<file path="config.mk">
export PLATFORM = sky130hd
export DESIGN_NAME = sdcif_core
export DESIGN_NICKNAME = d
export VERILOG_FILES = /design/src/verilog/sdcif_fifo.v /design/src/verilog/sdcif_core.v
export VERILOG_INCLUDE_DIRS = /design/src /design/src/verilog
export SDC_FILE = /design/constraint.sdc
export NUM_CORES = 1
export LEC_CHECK = 0
export BUFFER_PORTS_ARGS = -buffer_cell sky130_fd_sc_hd__buf_4
export CORE_MARGIN = 2
export CORE_UTILIZATION = 59
export DETAILED_ROUTE_END_ITERATION = 7
export PLACE_DENSITY = 0.8
export SYNTH_ARGS = -nofsm -noshare
export SYNTH_HDL_FRONTEND = slang
export SYNTH_HIERARCHICAL = 1
export SYNTH_SLANG_ARGS = --single-unit
</file>
<file path="constraint.sdc">
create_clock -name clk -period 7.5 [get_ports clk]
set_input_delay 1.125 -clock clk [delete_from_list [all_inputs] [get_ports clk]]
set_output_delay 1.125 -clock clk [all_outputs]
set_load 0.1 [all_outputs]
</file>
<file path="src/verilog/sdcif_consts.vh">
// constants for the synchronous dram command interface model
`ifndef SDCIF_CONSTS_VH
`define SDCIF_CONSTS_VH
// command codes {ras_n, cas_n, we_n}
`define SDCIF_CMD_ACT      3'h3
`define SDCIF_CMD_READ     3'h5
`define SDCIF_CMD_WRITE    3'h4
`define SDCIF_CMD_PRE      3'h2
`define SDCIF_CMD_BST      3'h6
`define SDCIF_CMD_NOP      3'h7
`define SDCIF_CMD_MRS      3'h0
`define SDCIF_CMD_REF      3'h1
// mode register field positions
`define SDCIF_MR_BL_LSB    0
`define SDCIF_MR_WRAP_BIT  3
`define SDCIF_MR_LAT_LSB   4
// burst length codes
`define SDCIF_BL_1         3'h0
`define SDCIF_BL_2         3'h1
`define SDCIF_BL_4         3'h2
`define SDCIF_BL_8         3'h3
`define SDCIF_BL_PAGE      3'h7
// mode register reset value: latency 1, length 1, sequential
`define SDCIF_MR_RESET     7'h10
// address bit positions
`define SDCIF_AP_BIT       10
// read mask to output disable latency in clocks
`define SDCIF_DQM_RD_LAT   2
`endif

</file>
<file path="src/verilog/sdcif_fifo.v">
// holds no logic: the write fifo module is kept in the core file
</file>
<file path="src/verilog/sdcif_core.v">
// command decoder, bank and burst control of a dual bank synchronous dram
//
// Behaviour
// - inputs sampled only on rising clock edge
// - clock gate high runs, low suspends
// - chip select high ignores new commands
// - decode activate, read and write patterns
// - decode precharge, burst stop and no-op
// - decode mode set and refresh entry
// - activate latches eleven bit row address
// - column from low address bits per organisation
// - flag bit selects automatic precharge after burst, except after a single beat write or a full page burst
// - precharge flag high closes both banks
// - bank select low bank a, high b
// - read mask floats outputs two clocks later
// - write mask blocks same edge data
// - mode holds latency, burst length, wrap type
// - full page only with sequential wrap
// - burst columns generated, wrap in block
// - interleaved column is start xor beat
// - refresh with gate high auto, low self
// - full page burst runs until interrupted
`timescale 1ns/1ps
`include "sdcif_consts.vh"
module sdcif_core #(
   parameter DQ_W   = 16,
   parameter COL_W  = 8,
   parameter FIFO_D = 8,
   parameter FIFO_A = 3
) (
   // clock and reset
   input  wire              clk,
   input  wire              reset_n,
   // command pins
   input  wire              clk_gate,
   input  wire              chip_sel_n,
   input  wire              row_strobe_n,
   input  wire              col_strobe_n,
   input  wire              write_strobe_n,
   input  wire [10:0]       address_inputs,
   input  wire              bank_select_bit,
   input  wire              lower_byte_mask,
   input  wire              upper_byte_mask,
   // data pins, split
   input  wire [DQ_W-1:0]   dq_in,
   output reg  [DQ_W-1:0]   dq_out,
   output reg  [DQ_W-1:0]   dq_oe,
   // array side: write words leave through the fifo
   output wire              wr_valid,
   input  wire              wr_ready,
   output wire [DQ_W+COL_W+3:0] wr_word,
   input  wire [DQ_W-1:0]   rd_data,
   // status
   output reg  [6:0]        mode_reg,
   output reg  [1:0]        bank_open,
   output reg  [10:0]       row_a,
   output reg  [10:0]       row_b,
   output reg               burst_active,
   output reg  [COL_W-1:0]  burst_col,
   output reg               burst_is_write,
   output reg               self_refresh,
   output reg               refresh_pulse,
   output reg               suspended
);
   // ------------------------------------------------------------
   // command decode
   // ------------------------------------------------------------
   wire [2:0] cmd     = {row_strobe_n, col_strobe_n, write_strobe_n};
   wire       gate_on = clk_gate & ~self_refresh;
   wire       cmd_ok  = ~chip_sel_n & gate_on;
   wire       is_act  = cmd_ok & (cmd == `SDCIF_CMD_ACT);
   wire       is_rd   = cmd_ok & (cmd == `SDCIF_CMD_READ);
   wire       is_wr   = cmd_ok & (cmd == `SDCIF_CMD_WRITE);
   wire       is_pre  = cmd_ok & (cmd == `SDCIF_CMD_PRE);
   wire       is_bst  = cmd_ok & (cmd == `SDCIF_CMD_BST);
   wire       is_mrs  = cmd_ok & (cmd == `SDCIF_CMD_MRS);
   wire       is_ref  = ~chip_sel_n & ~self_refresh & (cmd == `SDCIF_CMD_REF);
   wire       ap_flag = address_inputs[`SDCIF_AP_BIT];      // precharge_flag_bit

   // ------------------------------------------------------------
   // burst length and column sequencing
   // ------------------------------------------------------------
   reg  [COL_W-1:0] start_col_r;
   reg  [COL_W-1:0] beat_r;
   reg  [COL_W-1:0] blen_mask;
   reg  [COL_W-1:0] col_nxt;
   reg              last_beat;
   reg              ap_r;
   reg              ap_bank_r;
   reg              bank_r;
   reg  [COL_W-1:0] beat_nxt;
   wire [2:0]       bl_code = mode_reg[`SDCIF_MR_BL_LSB +: 3];
   wire             wrap_il = mode_reg[`SDCIF_MR_WRAP_BIT];
   wire [COL_W-1:0] new_col = address_inputs[COL_W-1:0];

   // mask of the aligned block size minus one
   always @* begin
      case (bl_code)
         `SDCIF_BL_1:    blen_mask = {COL_W{1'b0}};
         `SDCIF_BL_2:    blen_mask = {{(COL_W-1){1'b0}}, 1'b1};
         `SDCIF_BL_4:    blen_mask = {{(COL_W-2){1'b0}}, 2'h3};
         `SDCIF_BL_8:    blen_mask = {{(COL_W-3){1'b0}}, 3'h7};
         `SDCIF_BL_PAGE: blen_mask = {COL_W{1'b1}};
         default:        blen_mask = {COL_W{1'b0}};
      endcase
   end

   // next column: wrap inside the aligned block
   always @* begin
      beat_nxt  = beat_r + 1'b1;
      last_beat = ((beat_r & blen_mask) == blen_mask) && (bl_code != `SDCIF_BL_PAGE);
      if (wrap_il) begin
         col_nxt = (start_col_r & ~blen_mask) | ((start_col_r ^ beat_nxt) & blen_mask);
      end else begin
         col_nxt = (start_col_r & ~blen_mask) | ((start_col_r + beat_nxt) & blen_mask);
      end
   end

   // ------------------------------------------------------------
   // read data path with mask and latency pipeline
   // ------------------------------------------------------------
   reg  [1:0]       rd_vld_pipe_r;
   reg  [DQ_W-1:0]  rd_dat_pipe_r [0:1];
   reg  [1:0]       mask_d1_r;
   reg  [1:0]       mask_d2_r;
   wire [2:0]       lat = mode_reg[`SDCIF_MR_LAT_LSB +: 3];
   wire [DQ_W-1:0]  mask_wide;
   wire             rd_beat = burst_active & ~burst_is_write & gate_on;
   wire             wr_beat = (burst_active & burst_is_write & gate_on) | is_wr;
   wire [1:0]       mask_now = {upper_byte_mask, lower_byte_mask};
   wire [COL_W-1:0] wr_col   = is_wr ? new_col : burst_col;

   // per bit output disable from the twice delayed mask
   genvar gi;
   generate
      for (gi = 0; gi < DQ_W; gi = gi + 1) begin : g_mask
         assign mask_wide[gi] = mask_d2_r[(gi >= DQ_W/2) ? 1 : 0];
      end
   endgenerate

   // ------------------------------------------------------------
   // write fifo: {bank, byte mask, column, data}
   // ------------------------------------------------------------
   wire wr_push = wr_beat & ~(&mask_now);
   wire fifo_in_ready;

   sdcif_fifo #(
      .WIDTH (DQ_W + COL_W + 4),
      .DEPTH (FIFO_D),
      .AW    (FIFO_A)
   ) u_wfifo (
      .clk       (clk),
      .reset_n   (reset_n),
      .in_valid  (wr_push),
      .in_ready  (fifo_in_ready),
      .in_data   ({1'b0, is_wr ? bank_select_bit : bank_r, mask_now, wr_col, dq_in}),
      .out_valid (wr_valid),
      .out_ready (wr_ready),
      .out_data  (wr_word)
   );

   // ------------------------------------------------------------
   // clock suspend and refresh
   // ------------------------------------------------------------
   // suspend flag follows the gate; refresh kind chosen by gate level
   always @(posedge clk or negedge reset_n) begin
      if (!reset_n) begin
         suspended     <= 1'b0;
         refresh_pulse <= 1'b0;
         self_refresh  <= 1'b0;
      end else begin
         suspended     <= ~clk_gate;
         refresh_pulse <= is_ref & clk_gate;
         if (is_ref & ~clk_gate) begin
            self_refresh <= 1'b1;
         end else if (self_refresh & clk_gate) begin
            self_refresh <= 1'b0;
         end
      end
   end

   // ------------------------------------------------------------
   // main sequential state, all on the rising edge
   // ------------------------------------------------------------
   always @(posedge clk or negedge reset_n) begin
      if (!reset_n) begin
         mode_reg       <= `SDCIF_MR_RESET;
         bank_open      <= 2'h0;
         row_a          <= 11'h000;
         row_b          <= 11'h000;
         burst_active   <= 1'b0;
         burst_col      <= {COL_W{1'b0}};
         burst_is_write <= 1'b0;
         start_col_r    <= {COL_W{1'b0}};
         beat_r         <= {COL_W{1'b0}};
         ap_r           <= 1'b0;
         ap_bank_r      <= 1'b0;
         bank_r         <= 1'b0;
         rd_vld_pipe_r  <= 2'h0;
         mask_d1_r      <= 2'h0;
         mask_d2_r      <= 2'h0;
         dq_out         <= {DQ_W{1'b0}};
         dq_oe          <= {DQ_W{1'b0}};
      end else begin
         if (gate_on) begin
            mask_d1_r <= mask_now;
            mask_d2_r <= mask_d1_r;
            // read latency pipeline: stage index is latency minus two
            rd_vld_pipe_r <= {rd_vld_pipe_r[0], rd_beat};
            dq_out <= (lat == 3'h1) ? rd_data :
                      (lat == 3'h2) ? rd_dat_pipe_r[0] : rd_dat_pipe_r[1];
            dq_oe  <= ~mask_wide & {DQ_W{
                      (lat == 3'h1) ? rd_beat :
                      (lat == 3'h2) ? rd_vld_pipe_r[0] : rd_vld_pipe_r[1]}};
            if (is_mrs) begin
               mode_reg <= address_inputs[6:0];
               if (address_inputs[`SDCIF_MR_WRAP_BIT] &&
                   address_inputs[2:0] == `SDCIF_BL_PAGE) begin
                  mode_reg[2:0] <= `SDCIF_BL_8;
               end
            end
            if (is_act) begin
               if (bank_select_bit) begin
                  row_b        <= address_inputs;
                  bank_open[1] <= 1'b1;
               end else begin
                  row_a        <= address_inputs;
                  bank_open[0] <= 1'b1;
               end
            end
            if (is_rd | is_wr) begin
               burst_active   <= ~(is_wr & (bl_code == `SDCIF_BL_1));
               burst_is_write <= is_wr;
               start_col_r    <= new_col;
               burst_col      <= is_wr ? col_nxt_first(new_col) : new_col;
               beat_r         <= is_wr ? {{(COL_W-1){1'b0}}, 1'b1} : {COL_W{1'b0}};
               ap_r           <= ap_flag;
               ap_bank_r      <= bank_select_bit;
               bank_r         <= bank_select_bit;
            end else if (is_bst | is_pre) begin
               burst_active <= 1'b0;
            end else if (burst_active) begin
               if (last_beat) begin
                  burst_active <= 1'b0;
                  if (ap_r) begin
                     bank_open[ap_bank_r] <= 1'b0;
                  end
               end else begin
                  burst_col <= col_nxt;
                  beat_r    <= beat_nxt;
               end
            end
            if (is_pre) begin
               if (ap_flag) begin
                  bank_open <= 2'h0;
               end else begin
                  bank_open[bank_select_bit] <= 1'b0;
               end
            end
         end
      end
   end

   // read data staging for latencies two and three
   always @(posedge clk) begin
      if (gate_on) begin
         rd_dat_pipe_r[0] <= rd_data;
         rd_dat_pipe_r[1] <= rd_dat_pipe_r[0];
      end
   end

   // second column of a write burst, first beat is taken on the command edge
   function [COL_W-1:0] col_nxt_first;
      input [COL_W-1:0] c;
      begin
         if (wrap_il) begin
            col_nxt_first = (c & ~blen_mask) | ((c ^ {{(COL_W-1){1'b0}}, 1'b1}) & blen_mask);
         end else begin
            col_nxt_first = (c & ~blen_mask) | ((c + 1'b1) & blen_mask);
         end
      end
   endfunction

   // fifo back-pressure is visible as a dropped word only if ignored by the array
   wire unused_ready = fifo_in_ready;
endmodule // sdcif_core

// parameterised synchronous fifo with valid and ready on both sides
module sdcif_fifo #(
   parameter WIDTH = 16,
   parameter DEPTH = 8,
   parameter AW    = 3
) (
   // clock and reset
   input  wire             clk,
   input  wire             reset_n,
   // fill side
   input  wire             in_valid,
   output wire             in_ready,
   input  wire [WIDTH-1:0] in_data,
   // drain side
   output wire             out_valid,
   input  wire             out_ready,
   output wire [WIDTH-1:0] out_data
);
   reg [WIDTH-1:0] mem_r [0:DEPTH-1];
   reg [AW-1:0]    wp_r;
   reg [AW-1:0]    rp_r;
   reg [AW:0]      cnt_r;
   wire            push;
   wire            pop;

   assign in_ready  = (cnt_r != DEPTH[AW:0]);
   assign out_valid = (cnt_r != {(AW+1){1'b0}});
   assign out_data  = mem_r[rp_r];
   assign push      = in_valid & in_ready;
   assign pop       = out_valid & out_ready;

   // storage write
   always @(posedge clk) begin
      if (push) begin
         mem_r[wp_r] <= in_data;
      end
   end

   // pointers and count
   always @(posedge clk or negedge reset_n) begin
      if (!reset_n) begin
         wp_r  <= {AW{1'b0}};
         rp_r  <= {AW{1'b0}};
         cnt_r <= {(AW+1){1'b0}};
      end else begin
         if (push) begin
            wp_r <= (wp_r == DEPTH[AW-1:0] - 1'b1) ? {AW{1'b0}} : wp_r + 1'b1;
         end
         if (pop) begin
            rp_r <= (rp_r == DEPTH[AW-1:0] - 1'b1) ? {AW{1'b0}} : rp_r + 1'b1;
         end
         cnt_r <= cnt_r + {{AW{1'b0}}, push} - {{AW{1'b0}}, pop};
      end
   end
endmodule // sdcif_fifo

</file>
==> results.toml <==
[outcome]
status = "finished clean"

[floorplan]
core_mm2 = 0.0250
initial_core_util_pct = 59.7
die-area_mm2 = 0.0266
die_x_um = 163
dieHeight_um = 163
ios = 159
rows = 58

[clock_tree]
clockBufferDepth = 3
clk_pin_slew_worst_paths_ns = 0.06
ctsHoldBuffers = 0
cts_buffers = 36
cts_tree = "built"
clock_latency_ns = 0.52
postCtsResizedCells = 0
cts-htree-levels = 2
clock-sinks = 352
clock-root-buffer = "clkbuf_16"
postCtsSetupRepairBufs = 0

[synth]
syn_inst = 931
synth_flop_cell = "edfxtp_1"
synth_top_area_cell = "edfxtp_1"
yosys_warnings = 6
synth_seq_area_share_pct = 67.5
synthTopCellsByCount = "256 x edfxtp_1, 112 x nand2_1, 95 x dfrtp_1"
synth-seq-cells = 352
netlist_area_mm2 = 0.0149
synth.most_common_cell = "edfxtp_1"
synth_enable_flop_cells = 256
yosysTopAreaCellShare_pct = 51.4
synthArstFlopShare_pct = 27.3
synth_area_leaders = "edfxtp_1 51%, dfrtp_1 16%, mux4_2 8.1%, nand2_1 2.8%, mux2_4 2.7%"
syn_area_per_cell_um2 = 16.1
ys_types = 66

[critical_path]
rr_endpoint = "u_wfifo/mem_r[7][27]"
max_stage_delay_ns = 0.72
end_kind = "register"
cp_num_buf_inv = 3
worst_path_max_delay_cell = "nor2_2"
ff2ff_setup_slack_ns = 3.23
cp_top_family = "simple AND/OR/NAND/NOR gates"
crit_arrival_ns = 4.63
path_class = "in -> reg"
crit_fanout = 47
worstPathCellList = "buf_4, nand2b_1, inv_4, nand3_1, nor2_1, a31oi_1, a21oi_1, nand3_1, nor2_2, buf_4"
start_kind = "input port"
r2r_start = "self_refresh"
cp.required_ns = 7.70
r2r_cells = 9

[power]
seqPwrFrac_pct = 33.1
clkPwrFrac_pct = 24.2
vdd_drop_max_mv = 0.398
switching_share_pct = 42.5
powerDensity_mw_per_mm2 = 429
share_comb_of_total_power_pct = 42.7
power_mw = 7.54
internal-power_mw = 4.33
leakagePower_nw = 6.81
power_switching_mw = 3.21

[global_route]
grt_pass1_vias = 8626
grtUsageTotal_pct = 24.0
grt_max_degree = 65
grt_pass1_wl_um = 48700
antenna_found_initial = 0
grt-ovfl-total = 0

[placed_design]
port_buffers = 158
placed_cell_area_mm2 = 0.0163
hpwlAfterDp_um = 18800
gp_congestion = 0.841

[sta]
max_freq_mhz = 225
finalMaxSlewViolations = 0
slew_headroom_pct = 27.2
finalCriticalPeriod_ns = 4.44
setup_tns_ns = 0
finalHoldViolations = 0
tightest_slew_ns = 1.09
setup_viol = 0
period_share_pct = 59.1
finClkSkew_ns = 0.00973
rsz0062_at_grt = "false"

[finish]
final_nets = 1166
max_flop_register = "u_wfifo/mem_r"
fillers = 1594
reg.largest.list = "u_wfifo/mem_r x224, rd_dat_pipe_r x32, dq_out x16"
largest_register_ffs = 224
syn_to_final_growth_pct = 17.5
multi_input_area_mm2 = 0.00446
drive_gt1_share_pct = 33.7
final_area_mm2 = 0.0176
antennaDiodeCount = 0
seq_area_mm2 = 0.0101

[min_path]
hold-path-endpoint = "rd_dat_pipe_r[0][26]"
hp-class = "reg -> reg"
worstHoldStart = "rd_dat_pipe_r[0][10]"
min_path_cells = 0

[route]
dr.pass1.iters = 5
drc = 0
routed_wirelength_um = 31100
vias = 8455
postRouteAntennaNets = 0
drtIter0Drc = 736
viasPerCell = 5.85
post_drt_wl_per_cell_um = 21.5

[run]
cap_violations = 0
cell type report:
type	count	area share, %
clock inverters	16	1.13
multi-input cells	509	25.4
well taps	330	2.35
repair buffers	173	7.40
inverters	18	0.399
clock buffers	48	5.80
flip-flops and latches	352	57.5
metrics by stage:
stage	instances	setup slack, ns	util [%]	hold WS, ns
after floorplan	938	1.26	-	0.426
after global placement	1382	2.71	65.3	0.427
after detailed placement	1382	2.55	65.3	0.435
after CTS	1446	3.08	70.1	0.448
after global routing	1446	2.78	70.1	0.457
final	1446	3.06	70.1	0.451
worst max-delay path by stage:
stage                        start                   end  cells after the start
after floorplan           clk_gate   u_wfifo/mem_r[0][0]                      8
after global placement    clk_gate   u_wfifo/mem_r[7][2]                     10
after detailed placement  clk_gate  u_wfifo/mem_r[7][20]                     10
after CTS                 clk_gate  u_wfifo/mem_r[7][20]                     10
after global routing      clk_gate  u_wfifo/mem_r[7][20]                     10
final                     clk_gate  u_wfifo/mem_r[7][27]                     10
logic make-up (layout without fill, tap and decap cells):
family | count (synthesis) | in the layout | synth area share (%)
buffers and inverters | 77 | 255 | 3.10
other | 1 | 8 | 0.0251
AOI/OAI and AO/OA | 100 | 100 | 4.10
DFF | 352 | 352 | 67.5
and+or+nand+nor | 215 | 215 | 6.59
muxes | 139 | 139 | 15.2
adders and majority gates | 22 | 22 | 1.94
xor gates and xnor gates | 25 | 25 | 1.47
power by group through the flow:
stage                     logic, mW  registers, mW  clock network (mW)
after global routing           3.36           2.52                1.93
after floorplan                2.13           3.03                   0
after detailed placement       3.23           2.53                   0
final                          3.22           2.50                1.82
after global placement         3.19           2.53                   0
after CTS                      3.25           2.50                1.86
cells in the final DEF (no fill, tap or decap), types with 4 or more instances in the layout:
cell	synthesis	final
ha_1	20	20
nor2_2	1	4
edfxtp_1	256	256
bufinv_16	0	4
mux2_4	27	27
xnor2_1	14	14
buf_4	19	173
clkbuf_1	17	7
inv_1	17	17
o21ai_0	31	31
dfrtp_1	95	92
nor2_1	46	43
clkbuf_16	0	38
clkinv_2	0	6
mux4_2	54	54
a21oi_1	37	37
nor3_2	2	6
nor2b_1	8	8
conb_1	1	8
nand2_1	112	112
mux2_2	35	35
a211oi_1	6	6
nand2b_1	5	5
mux2i_1	21	21
a31oi_1	4	4
xor2_1	11	11
nand3_1	9	9
and3_1	4	4
per-layer routing:
| layer | vias to the layer above | part of all wire, % | global-route usage (%) |
|---|---|---|---|
| met4 | 0 | 1.7 | 5.59 |
| met1 | 4287 | 41 | 32.9 |
| met5 | - | 0 | 0 |
| met3 | 56 | 7.0 | 5.33 |
| met2 | 320 | 50 | 39.8 |
| li1 | 3792 | - | - |
No activity file was read; power rests on OpenSTA's default activity.
